### src/inc/cmpdc_regs.vh
// Notes on behaviour
// - enable bit 7 of control 0 turns comparator on; off means core powered down.
// - result bit 6 is 1 when positive exceeds negative, reversed when inverted.
// - output enable routes result to pin, needs direction bit clear, ignores enable.
// - invert bit inverts result for software, pin and downstream logic.
// - filter enable bit passes the result through the glitch filter.
// - speed/power select resets to 1 (fast); 0 selects low power.
// - hysteresis enable bit asks the analog core for hysteresis.
// - sync mode updates timer and pin output on falling timer clock edge.
// - rising enable makes a low-to-high result edge set the irq flag.
// - falling enable makes a high-to-low result edge set the irq flag.
// - 3-bit positive channel field is passed to the analog mux.
// - 3-bit negative channel field is passed to the analog mux.
// - mirror register holds results 3..0 in bits 3..0, upper bits zero.
// - port reads return zero for pins configured as analog inputs.
// - filter blocks reversal of an output change for a nominal 20 ns.
// - software clears the flag; an edge during the clear leaves it set.
// - toggling invert changes result; toggling enable changes it only while the raw compare is 1; either may set the flag.
// - sync latch samples on the prescaled timer clock.
`ifndef CMPDC_REGS_VH
`define CMPDC_REGS_VH
`define CMPDC_NUM 4
`define CMPDC_CTRL0_BASE 12'h000
`define CMPDC_CTRL1_BASE 12'h010
`define CMPDC_MIRROR_ADDR 12'h020
`define CMPDC_FLAG_ADDR 12'h024
`define CMPDC_PORT_ADDR 12'h028
`define CMPDC_STRIDE 4
`define CMPDC_PCH_MSB 5
`define CMPDC_PCH_LSB 3
`define CMPDC_NCH_MSB 2
`define CMPDC_NCH_LSB 0
`define CMPDC_B_ENABLE 7
`define CMPDC_B_RESULT 6
`define CMPDC_B_OE 5
`define CMPDC_B_INVERT 4
`define CMPDC_B_FILTER 3
`define CMPDC_B_SPEED 2
`define CMPDC_B_HYST 1
`define CMPDC_B_SYNC 0
`define CMPDC_B_RISE 7
`define CMPDC_B_FALL 6
`define CMPDC_CTRL0_RESET 8'h04
`define CMPDC_CTRL1_RESET 8'h00
`define CMPDC_CTRL0_WMASK 8'hbf
`define CMPDC_FILTER_NS 20
`define CMPDC_CLK_MHZ 100
`define CMPDC_FILTER_CYC ((`CMPDC_FILTER_NS * `CMPDC_CLK_MHZ) / 1000)
`define CMPDC_RESP_OKAY 2'b00
`define CMPDC_RESP_SLVERR 2'b10
`endif

### src/hw/cmpdc_top.v
// Local design decisions: the AXI4-Lite slave port and the address map.
`timescale 1ns/100ps
`include "cmpdc_regs.vh"
module cmpdc_top #(
  parameter N = `CMPDC_NUM,
  parameter PORT_W = 8
) (
  input wire aclk,
  input wire aresetn,
  input wire [11:0] s_axi_awaddr,
  input wire s_axi_awvalid,
  output reg s_axi_awready,
  input wire [31:0] s_axi_wdata,
  input wire [3:0] s_axi_wstrb,
  input wire s_axi_wvalid,
  output reg s_axi_wready,
  output reg [1:0] s_axi_bresp,
  output reg s_axi_bvalid,
  input wire s_axi_bready,
  input wire [11:0] s_axi_araddr,
  input wire s_axi_arvalid,
  output reg s_axi_arready,
  output reg [31:0] s_axi_rdata,
  output reg [1:0] s_axi_rresp,
  output reg s_axi_rvalid,
  input wire s_axi_rready,
  input wire [N-1:0] raw_compare,
  input wire timer_clk_prescaled,
  input wire [N-1:0] pin_direction_bit,
  input wire [PORT_W-1:0] port_pin_level,
  input wire [PORT_W-1:0] port_analog_select,
  output reg [N-1:0] cmp_pin_out,
  output reg [N-1:0] cmp_pin_oe,
  output reg [N-1:0] cmp_timer_out,
  output reg [N-1:0] core_enable,
  output reg [N-1:0] core_speed,
  output reg [N-1:0] core_hysteresis,
  output reg [3*N-1:0] positive_channel_select,
  output reg [3*N-1:0] negative_channel_select,
  output reg [N-1:0] cmp_irq
);
  reg [7:0] ctrl0 [0:N-1];
  reg [7:0] ctrl1 [0:N-1];
  reg [N-1:0] cmp_irq_flag;
  reg [N-1:0] prev_result;
  reg [11:0] awaddr_q;
  reg [31:0] wdata_q;
  reg [3:0] wstrb_q;
  reg aw_have;
  reg w_have;
  wire [N-1:0] cmp_result;
  wire [N-1:0] cmp_out;
  wire wr_go = aw_have & w_have & ~s_axi_bvalid;
  wire wr_lane0 = wr_go & wstrb_q[0];
  wire [N-1:0] rise = cmp_result & ~prev_result;
  wire [N-1:0] fall = ~cmp_result & prev_result;
  reg [N-1:0] edge_hit;
  reg [N-1:0] flag_clr;
  reg [31:0] next_rdata;
  reg rd_hit;
  reg wr_hit;
  integer k;
  integer ke;
  integer kr;
  integer kw;
  genvar g;
  generate
    for (g = 0; g < N; g = g + 1) begin : ch
      cmpdc_channel u_ch (
        .aclk(aclk),
        .aresetn(aresetn),
        .raw_compare(raw_compare[g]),
        .cmp_enable(ctrl0[g][`CMPDC_B_ENABLE]),
        .cmp_invert(ctrl0[g][`CMPDC_B_INVERT]),
        .glitch_filter_enable(ctrl0[g][`CMPDC_B_FILTER]),
        .timer_sync_enable(ctrl0[g][`CMPDC_B_SYNC]),
        .timer_clk_prescaled(timer_clk_prescaled),
        .cmp_result(cmp_result[g]),
        .cmp_out(cmp_out[g])
      );
      always @(posedge aclk) begin
        if (!aresetn) begin
          ctrl0[g] <= `CMPDC_CTRL0_RESET;
          ctrl1[g] <= `CMPDC_CTRL1_RESET;
        end else if (wr_lane0) begin
          if (awaddr_q == `CMPDC_CTRL0_BASE + `CMPDC_STRIDE * g) begin
            ctrl0[g] <= wdata_q[7:0] & `CMPDC_CTRL0_WMASK;
          end
          if (awaddr_q == `CMPDC_CTRL1_BASE + `CMPDC_STRIDE * g) begin
            ctrl1[g] <= wdata_q[7:0];
          end
        end
      end
    end
  endgenerate
  always @* begin
    for (ke = 0; ke < N; ke = ke + 1) begin
      edge_hit[ke] = (rise[ke] & ctrl1[ke][`CMPDC_B_RISE])
        | (fall[ke] & ctrl1[ke][`CMPDC_B_FALL]);
      flag_clr[ke] = wr_lane0 && awaddr_q == `CMPDC_FLAG_ADDR && wdata_q[ke];
    end
  end
  always @* begin
    next_rdata = 32'h0000_0000;
    rd_hit = 1'b1;
    if (s_axi_araddr == `CMPDC_MIRROR_ADDR) begin
      next_rdata[N-1:0] = cmp_result;
    end else if (s_axi_araddr == `CMPDC_FLAG_ADDR) begin
      next_rdata[N-1:0] = cmp_irq_flag;
    end else if (s_axi_araddr == `CMPDC_PORT_ADDR) begin
      next_rdata[PORT_W-1:0] = port_pin_level & ~port_analog_select;
    end else begin
      rd_hit = 1'b0;
      for (kr = 0; kr < N; kr = kr + 1) begin
        if (s_axi_araddr == `CMPDC_CTRL0_BASE + `CMPDC_STRIDE * kr) begin
          next_rdata[7:0] = ctrl0[kr];
          next_rdata[`CMPDC_B_RESULT] = cmp_result[kr];
          rd_hit = 1'b1;
        end
        if (s_axi_araddr == `CMPDC_CTRL1_BASE + `CMPDC_STRIDE * kr) begin
          next_rdata[7:0] = ctrl1[kr];
          rd_hit = 1'b1;
        end
      end
    end
  end
  always @* begin
    wr_hit = (awaddr_q == `CMPDC_FLAG_ADDR);
    for (kw = 0; kw < N; kw = kw + 1) begin
      if (awaddr_q == `CMPDC_CTRL0_BASE + `CMPDC_STRIDE * kw
        || awaddr_q == `CMPDC_CTRL1_BASE + `CMPDC_STRIDE * kw) begin
        wr_hit = 1'b1;
      end
    end
  end
  always @(posedge aclk) begin
    if (!aresetn) begin
      s_axi_awready <= 1'b1;
      s_axi_wready <= 1'b1;
      s_axi_bvalid <= 1'b0;
      s_axi_bresp <= `CMPDC_RESP_OKAY;
      s_axi_arready <= 1'b1;
      s_axi_rvalid <= 1'b0;
      s_axi_rdata <= 32'h0000_0000;
      s_axi_rresp <= `CMPDC_RESP_OKAY;
      awaddr_q <= 12'h000;
      wdata_q <= 32'h0000_0000;
      wstrb_q <= 4'h0;
      aw_have <= 1'b0;
      w_have <= 1'b0;
      cmp_irq_flag <= {N{1'b0}};
      prev_result <= {N{1'b0}};
      cmp_pin_out <= {N{1'b0}};
      cmp_pin_oe <= {N{1'b0}};
      cmp_timer_out <= {N{1'b0}};
      core_enable <= {N{1'b0}};
      core_speed <= {N{1'b1}};
      core_hysteresis <= {N{1'b0}};
      positive_channel_select <= {3*N{1'b0}};
      negative_channel_select <= {3*N{1'b0}};
      cmp_irq <= {N{1'b0}};
    end else begin
      if (s_axi_awvalid && s_axi_awready) begin
        awaddr_q <= s_axi_awaddr;
        aw_have <= 1'b1;
        s_axi_awready <= 1'b0;
      end
      if (s_axi_wvalid && s_axi_wready) begin
        wdata_q <= s_axi_wdata;
        wstrb_q <= s_axi_wstrb;
        w_have <= 1'b1;
        s_axi_wready <= 1'b0;
      end
      if (wr_go) begin
        s_axi_bvalid <= 1'b1;
        s_axi_bresp <= wr_hit ? `CMPDC_RESP_OKAY : `CMPDC_RESP_SLVERR;
        aw_have <= 1'b0;
        w_have <= 1'b0;
      end
      if (s_axi_bvalid && s_axi_bready) begin
        s_axi_bvalid <= 1'b0;
        s_axi_awready <= 1'b1;
        s_axi_wready <= 1'b1;
      end
      if (s_axi_arvalid && s_axi_arready) begin
        s_axi_arready <= 1'b0;
        s_axi_rvalid <= 1'b1;
        s_axi_rdata <= next_rdata;
        s_axi_rresp <= rd_hit ? `CMPDC_RESP_OKAY : `CMPDC_RESP_SLVERR;
      end
      if (s_axi_rvalid && s_axi_rready) begin
        s_axi_rvalid <= 1'b0;
        s_axi_arready <= 1'b1;
      end
      prev_result <= cmp_result;
      cmp_irq_flag <= (cmp_irq_flag & ~flag_clr) | edge_hit;
      cmp_irq <= (cmp_irq_flag & ~flag_clr) | edge_hit;
      cmp_timer_out <= cmp_out;
      for (k = 0; k < N; k = k + 1) begin
        cmp_pin_out[k] <= cmp_out[k];
        cmp_pin_oe[k] <= ctrl0[k][`CMPDC_B_OE] & ~pin_direction_bit[k];
        core_enable[k] <= ctrl0[k][`CMPDC_B_ENABLE];
        core_speed[k] <= ctrl0[k][`CMPDC_B_SPEED];
        core_hysteresis[k] <= ctrl0[k][`CMPDC_B_HYST];
        positive_channel_select[3*k +: 3] <= ctrl1[k][`CMPDC_PCH_MSB:`CMPDC_PCH_LSB];
        negative_channel_select[3*k +: 3] <= ctrl1[k][`CMPDC_NCH_MSB:`CMPDC_NCH_LSB];
      end
    end
  end
endmodule

### src/hw/cmpdc_channel.v
`timescale 1ns/100ps
`include "cmpdc_regs.vh"
module cmpdc_channel #(
  parameter FILTER_CYC = `CMPDC_FILTER_CYC
) (
  input wire aclk,
  input wire aresetn,
  input wire raw_compare,
  input wire cmp_enable,
  input wire cmp_invert,
  input wire glitch_filter_enable,
  input wire timer_sync_enable,
  input wire timer_clk_prescaled,
  output reg cmp_result,
  output reg cmp_out
);
  reg pol_q;
  reg filt;
  reg [7:0] hold;
  reg tclk_q;
  reg sync_q;
  wire pol = (cmp_enable & raw_compare) ^ cmp_invert;
  wire after_filt = glitch_filter_enable ? filt : pol;
  always @(posedge aclk) begin
    if (!aresetn) begin
      pol_q <= 1'b0;
      filt <= 1'b0;
      hold <= 8'h00;
      tclk_q <= 1'b0;
      sync_q <= 1'b0;
      cmp_result <= 1'b0;
      cmp_out <= 1'b0;
    end else begin
      pol_q <= pol;
      if (hold != 8'h00) begin
        hold <= hold - 8'h01;
      end else if (pol_q != filt) begin
        filt <= pol_q;
        hold <= FILTER_CYC[7:0] - 8'h01;
      end
      tclk_q <= timer_clk_prescaled;
      if (tclk_q && !timer_clk_prescaled) begin
        sync_q <= after_filt;
      end
      cmp_result <= after_filt;
      cmp_out <= timer_sync_enable ? sync_q : after_filt;
    end
  end
endmodule

### config.mk
export PLATFORM = sky130hd
export DESIGN_NAME = cmpdc_top
export DESIGN_NICKNAME = d
export VERILOG_FILES = /design/src/hw/cmpdc_top.v /design/src/hw/cmpdc_channel.v
export VERILOG_INCLUDE_DIRS = /design/src /design/src/inc
export SDC_FILE = /design/constraint.sdc
export NUM_CORES = 1
export LEC_CHECK = 0
export ABC_CLOCK_PERIOD_IN_PS = 2960
export BUFFER_PORTS_ARGS = -buffer_cell sky130_fd_sc_hd__buf_2
export CAP_MARGIN = 30
export CELL_PAD_IN_SITES_DETAIL_PLACEMENT = 0
export CELL_PAD_IN_SITES_GLOBAL_PLACEMENT = 1
export CORE_MARGIN = 8
export CORE_UTILIZATION = 42
export DETAILED_ROUTE_END_ITERATION = 6
export HOLD_SLACK_MARGIN = 0.03
export PLACE_DENSITY = 0.81
export SYNTH_ARGS = -nofsm -noshare
export SYNTH_HDL_FRONTEND = slang
export SYNTH_SLANG_ARGS = --single-unit
### constraint.sdc
create_clock -name aclk -period 2.96 [get_ports aclk]
set_clock_uncertainty 0.05 [all_clocks]
set_input_delay 0.148 -clock aclk [delete_from_list [all_inputs] [get_ports aclk]]
set_output_delay 0.148 -clock aclk [all_outputs]
set_load 0.02 [all_outputs]
==> results of run 1 <==
-- logic make-up after synthesis --
logic type,after synthesis,synth area share [%]
AOI/OAI and AO/OA,146,10.63
xor gates and xnor gates,22,2.176
adders and majority gates,8,1.130
buffers and inverters,105,5.977
DFF,203,52.68
muxes,31,3.773
other,1,0.04235
and+or+nand+nor,382,23.60
-- worst max path at each step --
stage                         start         endpoint  slack [ns]  cells after the start
finish                s_axi_arready   s_axi_rdata[7]        0.74                      6
CTS                     awaddr_q[0]  cmp_irq_flag[3]        0.70                      5
detailed placement  s_axi_araddr[4]   s_axi_rdata[5]        0.68                      7
floorplan               awaddr_q[0]      ctrl1[1][0]        0.80                      3
global route            awaddr_q[0]  cmp_irq_flag[3]        0.59                      5
global placement    s_axi_araddr[4]   s_axi_rdata[5]        0.69                      7
-- stage by stage --
step                      hold slack, ns  setup WS [ns]  cell area [um2]
after floorplan                   0.1741         0.8042             8949
final                            0.05105         0.7433            10860
after detailed placement          0.2617         0.6793             9706
after CTS                        0.03356         0.7018            10850
after global placement            0.2601         0.6894             9706
after global routing             0.08203         0.5858            10860
-- worst max-delay path, delay by kind of cell (launching register included) --
kind                   cells  cell delay (ns)
buffers and inverters      1             0.55
DFF                        1             0.39
and+or+nand+nor            2             0.60
AOI/OAI and AO/OA          3             0.51
-- synthesized netlist by cell type, drive strengths merged, types with 9 or more instances --
cell    number
buf         45
a21oi       46
and2        80
and3         9
inv         30
nor3b       12
nand3       15
nand2b      21
mux2i       21
nand3b       9
clkbuf      25
a31oi       11
nor2b       10
nor2        79
mux2         9
dfxtp      143
nor3        39
nand2       70
edfxtp      60
xnor2       18
nor4        12
o21ai       38
-- state kept, by name (all words and copies together) (netlist names), 4 cells and up --
signal                   cells
awaddr_q                    12
ch.u_ch.cmp_out              4
ch.u_ch.cmp_result           4
ch.u_ch.filt                 4
ch.u_ch.hold                32
ch.u_ch.pol_q                4
ch.u_ch.sync_q               4
cmp_irq_flag                 4
cmp_pin_oe                   4
cmp_timer_out                4
core_enable                  4
core_hysteresis              4
core_speed                   4
ctrl0                       28
ctrl1                       32
negative_channel_select     12
positive_channel_select     12
prev_result                  4
s_axi_rdata                  8
wdata_q                      8
-- area by class of cell --
cell class	instances	area share [%]
flip-flops and latches	203	42.96
multi-input cells	615	34.58
repair buffers	189	11.06
clock buffers	32	6.107
well taps	275	3.169
inverters	35	1.210
clock inverters	8	0.8643
diodes	2	0.04609
-- layer usage --
metal	global-route usage [%]	vias up	wire [um]
met4	6.734	0	605
met3	3.741	40	1493
met2	28.46	228	10970
met5	0	-	0
met1	21.90	3237	9966
li1	-	3417	-
-- where the power goes --
part / total, mW / leakage [nW] / internal (mW) / switching (mW)
sequential: 3.33 / 1.78 / 3.12 / 0.205
clock: 2.81 / 0.380 / 1.73 / 1.07
combinational: 1.54 / 2.23 / 0.691 / 0.850
total: 7.68 / 4.39 / 5.55 / 2.13
-- timing repair --
action	4_1_cts	5_1_grt
hold buffers	39	0
hold endpoints to repair	36	0
endpoints found under the setup margin	0	0
==> run summary, run 1 <==
Averaged over all synthesized cells, the footprint is 9.861 um2. Leaving out fill and tap cells, the most frequent cell in the layout is sky130_fd_sc_hd__dfxtp_1. The tree is rooted in a sky130_fd_sc_hd__clkbuf_16. Counting every sink on the clock net gives 203.

In this run, post-CTS repair resized a total of 0 instances. The critical path class is reg -> reg. The startpoint of the worst hold path was raw_compare[2].

The final net count came out at 1,166. The share of synthesized registers carrying an async set or reset is 0%. The first global-routing pass estimated 36.44 mm of wire. The element type at the critical path start was a flip-flop. Across the run, the number of max-cap violations was 0. The share of the clock period used by the worst path is 74.89%.

In the routed layout, each cell is associated on average with a via count of 5.093. STA classifies the critical path endpoint as a flip-flop. Measured against its own limit, the worst slew margin works out to 41.79%. Traced cell by cell, the critical path runs through nand2_1, and2_1, a31o_2, a221oi_1, a21oi_1, dlygate4sd3_1. Wires add up to 23.04 mm. Power spread over the standard cell area amounts to 707.0 nW/um2.

The run gives 898 as the number of instances in the synthesized netlist. Relative to the synthesized area, the layout overhead comes to 22.62%. The analysis attributes to cell leakage a power of 4.386 nW.

The cell area that synthesis handed to floorplanning was 8855 um2. Timing would allow up to 451.1 MHz. The worst register-to-register path has a setup slack of 0.74 ns.

The HPWL after detailed placement is 16.91 mm. Detailed routing inserted a total of 6,922 vias. Counting the buffers created by CTS gives 22. The run gives 17.32% as the global-route usage over all layers.

At the pin with the least slew margin, the transition time is 0.8511 ns. The clock passes through at most 3 buffers. Cell count after placement: 1,278. The total overflow left after global routing is 0. Count of warnings emitted by yosys: 0. Measured along the x axis, the die boundary spans 161.2 um. Data arrives at the worst endpoint at 2.55 ns.

Once layout is complete, the utilization of the core stands at 51.98%. The critical-path maximum fanout was 12; the pin count of the biggest net entering global routing was 48. The routed design could run at a clock period as short as 2.217 ns. STA puts the critical path data required time at 3.30 ns.

The count of TritonRoute iterations in the first routing pass was 5; the power consumption was 7.677 mW. The layout has 1,966 filler cells. The DRC marker count from the first detailed-route iteration is 491, and the multi-input combinational cell area is 3755 um2. TritonCTS built the clock tree. The finished layout holds 1,359 standard cells, fillers aside. The number of pins with negative max-slew slack in the final report was 0; the count of different cell masters after synthesis was 70.

The run gives 0 as the count of buffers added by post-CTS timing repair for setup. The starting density of the core came out at 42.39%. The reg-to-reg endpoint is s_axi_rdata[7].

Beginning of the worst register-to-register path: s_axi_arready. The number of levels in the clock H-tree is 1. For this design, the slowest cell found on the critical path is sky130_fd_sc_hd__dlygate4sd3_1.

Yosys mapped a number of flops with a built-in enable equal to 60. The tightest min-delay check is of the in -> reg type. From bottom edge to top edge, the die measures 161.2 um.

In this run the standard cell core region covers 20,890 um2. The cell type with the highest aggregate area in the netlist was sky130_fd_sc_hd__dfxtp_1. The number of cells on the worst reg-to-reg path is 6. The area of the die came out at 25,990 um2. Clock-pin slew was measured on the worst setup and hold paths at 0.06 ns. The peak ir drop on the vdd network was 0.4351 mV; the number of synthesized register bits was 203.

The share of synthesized area in the top cell type comes to 32.33%. The count of buffers added on input and output ports is 131. In this design, the stage delay of the slowest critical-path cell is 0.55 ns. The flow ran to the end, and the final reports show no timing, DRC or antenna violations.

Registers take 4664 um2. Among all flip-flop cells after synthesis, the most frequent one is sky130_fd_sc_hd__dfxtp_1. The share of cells above drive strength 1 was 20.24%.

The number of nets with antenna violations after routing is 0. The run gives 0.8750 as the final weighted congestion in routability-driven placement. The clock latency at the later pin of the worst-skew pair came out at 0.50 ns. After floorplanning, the core was divided into 53 placement rows. The number of antenna violations at the first check in global routing was 2. The final hold violation count is 0. The via count of the first global-routing pass is 6,806, and the top-level port count is 185.

In the post-synthesis netlist, the biggest area contributors are sky130_fd_sc_hd__dfxtp_1 (32%), sky130_fd_sc_hd__edfxtp_1 (20%), sky130_fd_sc_hd__and2_1 (5.7%). In the final routed layout, each cell accounts on average for 16.95 um. Setup repair after global routing left no endpoint under its margin.

The residual DRC count is 0, and the final count of negative-setup-slack endpoints is 0. The tools report the post-route setup TNS as 0 ns. In the layout the commonest cells are sky130_fd_sc_hd__dfxtp_1 (143), sky130_fd_sc_hd__buf_2 (131), sky130_fd_sc_hd__and2_1 (80). Counting instances, the worst hold path has a depth of 4. Sequential elements use 52.68% of the synthesized area. The path with the worst hold slack has its endpoint at ch[2].u_ch.pol_q.
Note: power is estimated with default switching activity, not from simulation.
==> inputs of run 2 (changes only) <==
--- a/config.mk
+++ b/config.mk
@@ -6,16 +6,16 @@
 export SDC_FILE = /design/constraint.sdc
 export NUM_CORES = 1
 export LEC_CHECK = 0
-export ABC_CLOCK_PERIOD_IN_PS = 2960
+export ABC_CLOCK_PERIOD_IN_PS = 1900
 export BUFFER_PORTS_ARGS = -buffer_cell sky130_fd_sc_hd__buf_2
 export CAP_MARGIN = 30
 export CELL_PAD_IN_SITES_DETAIL_PLACEMENT = 0
 export CELL_PAD_IN_SITES_GLOBAL_PLACEMENT = 1
 export CORE_MARGIN = 8
-export CORE_UTILIZATION = 42
+export CORE_UTILIZATION = 38
 export DETAILED_ROUTE_END_ITERATION = 6
 export HOLD_SLACK_MARGIN = 0.03
-export PLACE_DENSITY = 0.81
+export PLACE_DENSITY = 0.77
 export SYNTH_ARGS = -nofsm -noshare
 export SYNTH_HDL_FRONTEND = slang
 export SYNTH_SLANG_ARGS = --single-unit
==> constraint.sdc (replaced) <==
create_clock -name aclk -period 1.9 [get_ports aclk]
set_clock_uncertainty 0.05 [all_clocks]
set_input_delay 0.095 -clock aclk [delete_from_list [all_inputs] [get_ports aclk]]
set_output_delay 0.095 -clock aclk [all_outputs]
set_load 0.02 [all_outputs]
==> run 2 against run 1 <==
Net effect: core utilization fell by 3.4 points; sequential share of layout area fell by 1.6 points; critical path depth did not move; sequential power rose by 56%; worst hold slack improved by 0.015 ns; wire length rose by 4.5%; first-iteration DRC count rose by 2.9%; critical path type unchanged; critical endpoint is now s_axi_rdata[4]; highest routed layer unchanged.
==> run summary, run 2 (same netlist as run 1, synthesis figures left out) <==
The flow ran to the end, and the final reports show no timing, DRC or antenna violations. The worst endpoint required time is 2.25 ns (-1.05 ns), and the power density normalized to cell area is 1056 nW/um2 (+49%). For the power consumption, the log shows 11.90 mW (+55%). Number of pins with negative max-slew slack in the final report: 0 (unchanged). Setup repair after global routing could not meet its margin everywhere.

The met3 wire length is 1.470 mm (-1.5%), and the transition at the pin with the smallest max-transition slack is 0.5103 ns (-0.3408 ns). For the top-level port count, the log shows 185 (unchanged). The cell count after placement was 1,357 (+6.2%); the total met2 wirelength after detailed routing was 11.60 mm (+5.7%). The most common library cell in the layout ignoring fill and taps is sky130_fd_sc_hd__dfxtp_1.

The combinational group share of total power is 21.5% (+1.4 points). TritonCTS built the clock tree. The tools report the count of TritonRoute iterations in the first routing pass as 5 (unchanged). The total number of clock tree sinks came out at 203 (unchanged). The vertical die dimension came out at 168.7 um (+4.6%). The clock latency at the later pin of the worst-skew pair is 0.51 ns (about the same). For the HPWL after detailed placement, the log shows 18.02 mm (+6.6%). Final net count: 1,208 (+3.6%).

For the post-route setup TNS, the log shows 0 ns (unchanged). The run gives 1 (unchanged) as the number of levels in the clock H-tree. The run gives 4664 um2 (unchanged) as the flip-flop and latch area. The routed via count divided by cell count came out at 4.932 (-3.2%). The critical path startpoint is ctrl1[0][4].

The DRC marker count from the first detailed-route iteration came out at 505 (+2.9%). The tools report the library cell used as clock root buffer as sky130_fd_sc_hd__clkbuf_16. The tools report the multi-input combinational cell area as 3800 um2 (+1.2%). The tools report the slack of the worst reg-to-reg path as 0.11 ns (-0.64 ns). STA classifies the critical path endpoint as a flip-flop.

The final weighted congestion in routability-driven placement was 0.9521 (+8.8%). The logs give 1,443 (+6.2%) for the final cell count without fillers and 8.507 mW (+53%) for the total internal power. Starting density of the core: 38.18% (-4.2 points). The critical-path maximum fanout is 2 (-10), and the residual DRC count is 0 (unchanged). Reg-to-reg endpoint: s_axi_rdata[4]. In the layout the commonest cells are sky130_fd_sc_hd__dfxtp_1 (143), sky130_fd_sc_hd__buf_2 (130), sky130_fd_sc_hd__and2_1 (80). The beginning of the worst register-to-register path is ctrl1[0][4]. The area of the die is 28,440 um2 (+9.5%). Number of port buffers: 131 (unchanged). STA classifies the critical path startpoint as a flip-flop. Worst endpoint data arrival time: 2.14 ns (-0.41 ns). The run gives 65.86% (+24 points) as the remaining max-slew budget at the tightest pin. The global-route usage over all layers came out at 16.83% (-0.49 points). The total routed wire length on the met1 layer is 10.44 mm (+4.8%). The clock-pin slew reported for the worst setup and hold paths after clock tree synthesis was 0.06 ns (about the same). The final count of negative-setup-slack endpoints is 0 (unchanged).

For the number of nets with antenna violations after routing, the log shows 0 (unchanged). The path depth of the worst reg2reg path was 6 (unchanged); the worst-case setup slack after placement was 0.02061 ns (-0.6587 ns). For the leakage power, the log shows 4.570 nW (+4.2%). The largest registers in the layout are ch.u_ch.hold x32, ctrl1 x32, ctrl0 x28.

In this run the worst setup path terminates at s_axi_rdata[4]. The buffer depth of the longest clock path is 3 (unchanged). The number of inserted filler cells in the final layout was 2,189 (+11%); the final critical path time including I/O delays and setup was 1.792 ns (-0.4246 ns). The via count of the first global-routing pass was 7,084 (+4.1%). The run gives 34.9% (-1.6 points) as the power share of the clock group. CTS buffer count: 23 (+4.5%). Detail-routed net length per standard cell: 16.69 um (-1.5%). The hold slack is 0.06580 ns (+0.01475 ns), and the number of rows created at floorplan is 56 (+5.7%). The run gives 0 (unchanged) as the count of max-cap constraint violations. The die span in x came out at 168.7 um (+4.6%).

The critical path is of the reg -> reg type. The area overhead of the layout relative to synthesis is 27.27%. For the highest clock frequency the design can meet, the log shows 558.0 MHz (+24%).

The tools report the switching power total as 3.390 mW (+59%). The logs give 0 (unchanged) for the final hold violation count and 0.1079 ns (-0.6354 ns) for the final setup slack of the worst path. The share of the clock period used by the worst path is 94.32% (+19 points). The share of cells above drive strength 1 was 23.22% (+3.0 points).

The tools report the sequential share of power as 43.6% (+0.2 points). The classification of the worst-slack hold path is in -> reg. Core region area: 23,190 um2 (+11%).

Number of antenna violations at the first check in global routing: 0 (-2). The pin count of the biggest net entering global routing is 50 (+4.2%), and the peak ir drop on the vdd network is 0.5644 mV (+30%). For the count of vias placed by the detailed router, the log shows 7,117 (+2.8%). For the first-pass GRT wire length, the log shows 38.33 mm (+5.2%). Routed signal wires occupy layers up through met4.

Switching part of the total power: 28.50% (+0.74 points). The sum of overflow across all layers after global routing came out at 0 (unchanged). The logs give 0 (-2) for the count of inserted antenna diode cells and 24.09 mm (+4.5%) for the routed wire length.
[run 2: cell count changes in the layout (fill, tap and decap cells not counted), sizes merged]
| cell | before | now |
|---|---|---|
| dlygate4sd3 | 39 | 45 |
| clkbuf | 32 | 36 |
| clkinv | 10 | 8 |
| clkinvlp | 0 | 1 |
| bufinv | 2 | 0 |
| buf | 150 | 184 |
| inv | 31 | 32 |
| diode | 2 | 0 |
[run 2: worst min-delay path by stage]
stage	to	slack, ns	from	cells past startpoint
floorplan	cmp_pin_oe[0]	0.12	pin_direction_bit[0]	1
global placement	cmp_pin_oe[2]	0.21	pin_direction_bit[2]	2
detailed placement	cmp_pin_oe[1]	0.21	pin_direction_bit[1]	2
CTS	s_axi_rdata[7]	0.05	s_axi_araddr[1]	4
global route	s_axi_rdata[4]	0.07	port_analog_select[4]	4
finish	s_axi_rdata[7]	0.07	s_axi_araddr[1]	4
[run 2: metrics by stage]
stage | util [%] | area [um2]
floorplan | - | 8949
global placement | 43.38 | 10060
detailed placement | 43.38 | 10060
CTS | 48.39 | 11220
global route | 48.59 | 11270
finish | 48.59 | 11270
[run 2: per-layer routing]
metal | vias up | global-route usage [%]
met3 | 45 | 2.935
met1 | 3331 | 21.80
met2 | 230 | 28.55
li1 | 3511 | -
met4 | 0 | 4.503
met5 | - | 0
[run 2: cell type report]
class                   instances  share of cell area [%]
repair buffers                230                   13.88
inverters                      35                   1.166
clock inverters                 6                  0.3553
multi-input cells             615                   33.72
flip-flops and latches        203                   41.39
well taps                     319                   3.542
clock buffers                  35                   5.951
[run 2: worst max-delay path, cell delays in order (launching register included)]
cell and delay (ns):
sky130_fd_sc_hd__edfxtp_1 0.38, sky130_fd_sc_hd__and2_1 0.17, sky130_fd_sc_hd__a2111oi_0 0.38, sky130_fd_sc_hd__buf_4 0.19, sky130_fd_sc_hd__a21oi_1 0.04, sky130_fd_sc_hd__a32o_1 0.25, sky130_fd_sc_hd__a31o_2 0.23
[run 2: power groups by stage]
stage          sequential [mW]  clock (mW)  combinational, mW
2_1_floorplan             5.24           0               1.87
3_3_place_gp              5.27           0               2.46
3_5_place_dp              5.28           0               2.49
4_1_cts                   5.19        4.25               2.57
5_1_grt                   5.25        4.43               2.90
6_report                  5.19        4.15               2.55
[run 2: what timing repair did]
action                                 in CTS  in global routing
setup endpoints to repair                   0                100
endpoints found under the hold margin      46                  0
buffers inserted                            0                  0
resized for setup                           0                 12
hold buffers                               45                  0
==> inputs of run 3 (changes only) <==
--- a/config.mk
+++ b/config.mk
@@ -18,4 +18,5 @@
 export PLACE_DENSITY = 0.77
 export SYNTH_ARGS = -nofsm -noshare
 export SYNTH_HDL_FRONTEND = slang
+export SYNTH_HIERARCHICAL = 1
 export SYNTH_SLANG_ARGS = --single-unit
==> run 3 against run 2 <==
Net effect: the flow now finishes with violations (setup timing); non-clock buffer count down 2; clock power up 17%; clock-buffer cell count is 6 lower; critical path type unchanged.
==> run summary, run 3 <==
The share of the clock period used by the worst path came out at 106.2% (+12 points). The via count of the first global-routing pass came out at 7,278 (+2.7%). The register area share after synthesis was 52.67% (about the same); the residual DRC count was 0 (unchanged). CTS buffer count: 23 (unchanged). The largest registers in the layout are ch.u_ch/hold x32, ctrl1 x32, ctrl0 x28. The peak ir drop on the vdd network was 0.5759 mV (+2.0%); the number of levels in the clock H-tree was 1 (unchanged). The clock latency at the later pin of the worst-skew pair was 0.52 ns (about the same). The number of synthesized register bits works out to 206 (+1.5%).

Setup repair after global routing could not meet its margin everywhere. The area of the die is 28,780 um2 (+1.2%), and the largest incremental delay on the critical path is 0.55 ns (+0.17 ns). The tools report the number of antenna violations at the first check in global routing as 2 (+2). The synthesized area came out at 8970 um2 (+1.3%). The flow ran to the end, but the final reports show violations. The cell type with the highest aggregate area in the netlist is sky130_fd_sc_hd__dfxtp_1. The die span in x works out to 169.6 um (+0.59%). For the HPWL after detailed placement, the log shows 18.34 mm (+1.8%). Number of buffers and inverters on the critical path: 1 (unchanged).

The cell class contributing the biggest share of worst-path delay was simple AND/OR/NAND/NOR gates. The tools report the met3 demand-to-capacity share in global routing as 3.257% (+0.32 points). The DRC marker count from the first detailed-route iteration was 473 (-6.3%); the final setup slack of the worst path was -0.1181 ns (-0.2260 ns).

The met1 layer usage reported by global route came out at 22.03% (+0.23 points). The commonest cells after synthesis are sky130_fd_sc_hd__dfxtp_1 (146), sky130_fd_sc_hd__and2_1 (74), sky130_fd_sc_hd__nand2_1 (69). The library cell used most frequently in the layout, excluding fill and tap cells, is sky130_fd_sc_hd__dfxtp_1. The worst setup path is captured at a flip-flop. The fraction of met2 tracks used by global routing came out at 27.95% (-0.61 points). Compared with the post-synthesis result, the final layout area differs by 32.79%. The vertical die dimension is 169.6 um (+0.59%), and the area fraction of the dominant cell type after synthesis is 32.58% (+0.25 points).

The synthesized area per cell came out at 10.02 um2 (+1.6%). TritonCTS built the clock tree. The starting density of the core was 38.44% (+0.26 points); the final critical path time including I/O delays and setup was 2.018 ns (+0.2260 ns). Number of enable flip-flop cells after synthesis: 60 (unchanged).

The tools report the final count of negative-setup-slack endpoints as 111 (+111). Yosys attributes the largest share of cell area to sky130_fd_sc_hd__dfxtp_1 (33%), sky130_fd_sc_hd__edfxtp_1 (20%), sky130_fd_sc_hd__and2_1 (5.2%). The setup path with the least slack is of type reg -> reg.

The tools report the global-route usage over all layers as 16.93% (+0.10 points). The cell count after placement is 1,350 (-0.52%). The remaining max-slew budget at the tightest pin was 57.36% (-8.5 points); the count of warnings emitted by yosys was 6 (+6). The buffer depth of the longest clock path is 3 (unchanged). The worst setup path is launched from a flip-flop.

The share of synthesized registers carrying an async set or reset was 0% (unchanged); the share of cells above drive strength 1 was 27.56% (+4.3 points). The run gives 895 (-0.33%) as the number of instances in the synthesized netlist. Highest clock frequency the design can meet: 495.5 MHz (-11%). The global routing stage identified its most utilized layer as met2. The routed wire length is 25.43 mm (+5.6%), and the number of port buffers is 131 (unchanged).

The clock-pin slew reported for the worst setup and hold paths after clock tree synthesis was 0.06 ns (about the same). The pin count of the biggest net entering global routing was 34 (-32%); the number of rows created at floorplan was 56 (unchanged). The largest individual stage delay along the critical path comes from the cell sky130_fd_sc_hd__or4_4. The number of nets with antenna violations after routing was 0 (unchanged); the transition at the pin with the smallest max-transition slack was 0.6315 ns (+0.1213 ns). Classification of the worst-slack hold path: in -> reg. The tools report the count of max-cap constraint violations as 0 (unchanged). The tools report the total number of clock tree sinks as 206 (+1.5%).

For the final weighted congestion in routability-driven placement, the log shows 0.9352 (-1.8%). Most common cell in the netlist: sky130_fd_sc_hd__dfxtp_1. The sum of overflow across all layers after global routing was 0 (unchanged); the leakage power was 4.707 nW (+3.0%). The critical path goes through or4_4, nor4_4, buf_6, nand2_8, o21ai_4.

The tools report the post-route setup TNS as -7.586 ns (-7.586 ns). The first-pass GRT wire length is 39.32 mm (+2.6%). In the layout the commonest cells are sky130_fd_sc_hd__dfxtp_1 (144), sky130_fd_sc_hd__buf_2 (130), sky130_fd_sc_hd__and2_1 (70). The logs give 1,204 (-0.33%) for the final net count and 51.05% (+2.5 points) for the share of the core filled with cells. For the count of different cell masters after synthesis, the log shows 70 (unchanged). Final cell count without fillers: 1,445 (+0.14%).

The logs give 5 (unchanged) for the count of TritonRoute iterations in the first routing pass and 23,330 um2 (+0.60%) for the core region area. The critical-path maximum fanout works out to 8 (+6). The final hold violation count was 0 (unchanged); the power density normalized to cell area was 1106 nW/um2 (+4.7%). The tools report the top-level port count as 185 (unchanged). Among all flip-flop cells after synthesis, the most frequent one is sky130_fd_sc_hd__dfxtp_1. The run gives -0.2287 ns (-0.2493 ns) as the worst-case setup slack after placement.

The count of buffers added by post-CTS timing repair for setup is 0 (unchanged), and the count of vias placed by the detailed router is 7,380 (+3.7%). The tools report the worst endpoint data arrival time as 2.14 ns (about the same). The library cell used as clock root buffer is sky130_fd_sc_hd__clkbuf_16. The routed via count divided by cell count was 5.107 (+3.6%). The detail-routed net length per standard cell was 17.60 um (+5.4%); the worst endpoint required time was 2.02 ns (-0.23 ns). The run gives 0 (unchanged) as the number of pins with negative max-slew slack in the final report. The final reports fail on setup timing.
-- run 3: stage by stage --
step / total power, mW / instance area [um2] / hold WS, ns
after floorplan: 7.311 / 9159 / 0.1211
after global placement: 8.187 / 10210 / 0.2079
after detailed placement: 8.221 / 10210 / 0.2088
after CTS: 13.17 / 11700 / 0.03975
after global routing: 13.80 / 11910 / 0.09239
final: 13.17 / 11910 / 0.04636
-- run 3: final timing paths --
| check | start | to | slack, ns | depth (start not counted) |
|---|---|---|---|---|
| worst max-delay path | awaddr_q[7] | ctrl1[1][3] | -0.12 | 5 |
| worst max register to register | awaddr_q[7] | ctrl1[1][3] | -0.12 | 5 |
| worst min-delay path | port_pin_level[6] | s_axi_rdata[6] | 0.05 | 5 |
| worst min register to register | ch[1].u_ch/cmp_out | cmp_timer_out[1] | 0.40 | 1 |
-- run 3: report_power, final --
part	total (mW)	internal, mW	leakage (nW)	switching [mW]
clock	4.85	3.02	0.411	1.83
sequential	5.36	4.94	1.80	0.418
combinational	2.96	1.47	2.49	1.49
total	13.2	9.44	4.71	3.73
-- run 3: cell families after synthesis --
group	synth area share [%]
other	0.04181
xor gates and xnor gates	0.3905
AOI/OAI and AO/OA	13.68
DFF	52.67
muxes	2.609
adders and majority gates	0.5580
and+or+nand+nor	24.51
buffers and inverters	5.538
-- run 3: routing by layer --
layer | up-vias | routed length (um)
met5 | - | 11
met4 | 2 | 557
met3 | 45 | 1691
met2 | 257 | 12120
met1 | 3457 | 11050
li1 | 3619 | -
-- run 3: timing repair --
action / CTS / global route
resized for setup: 30 / 42
pin swaps: 5 / 7
hold buffers: 50 / 0
endpoints found under the setup margin: 123 / 131
gates cloned: 0 / 2
hold endpoints to repair: 51 / 0
-- run 3: tightest hold or removal path, stage by stage --
cell and delay [ns]:
sky130_fd_sc_hd__buf_2 0.09, sky130_fd_sc_hd__nand2b_1 0.07, sky130_fd_sc_hd__o32a_1 0.14, sky130_fd_sc_hd__a21o_1 0.11, sky130_fd_sc_hd__a21oi_1 0.06
-- run 3: area by class of cell --
| type | instances | area [um2] |
|---|---|---|
| fill | 2151 | 11420 |
| tap | 319 | 399.1 |
| timing repair buffer | 228 | 1603 |
| clock inverter | 13 | 182.7 |
| sequential | 206 | 4727 |
| inverter | 32 | 122.6 |
| multi-input combinational | 617 | 4214 |
| clock buffer | 29 | 660.6 |
| antenna | 1 | 2.502 |
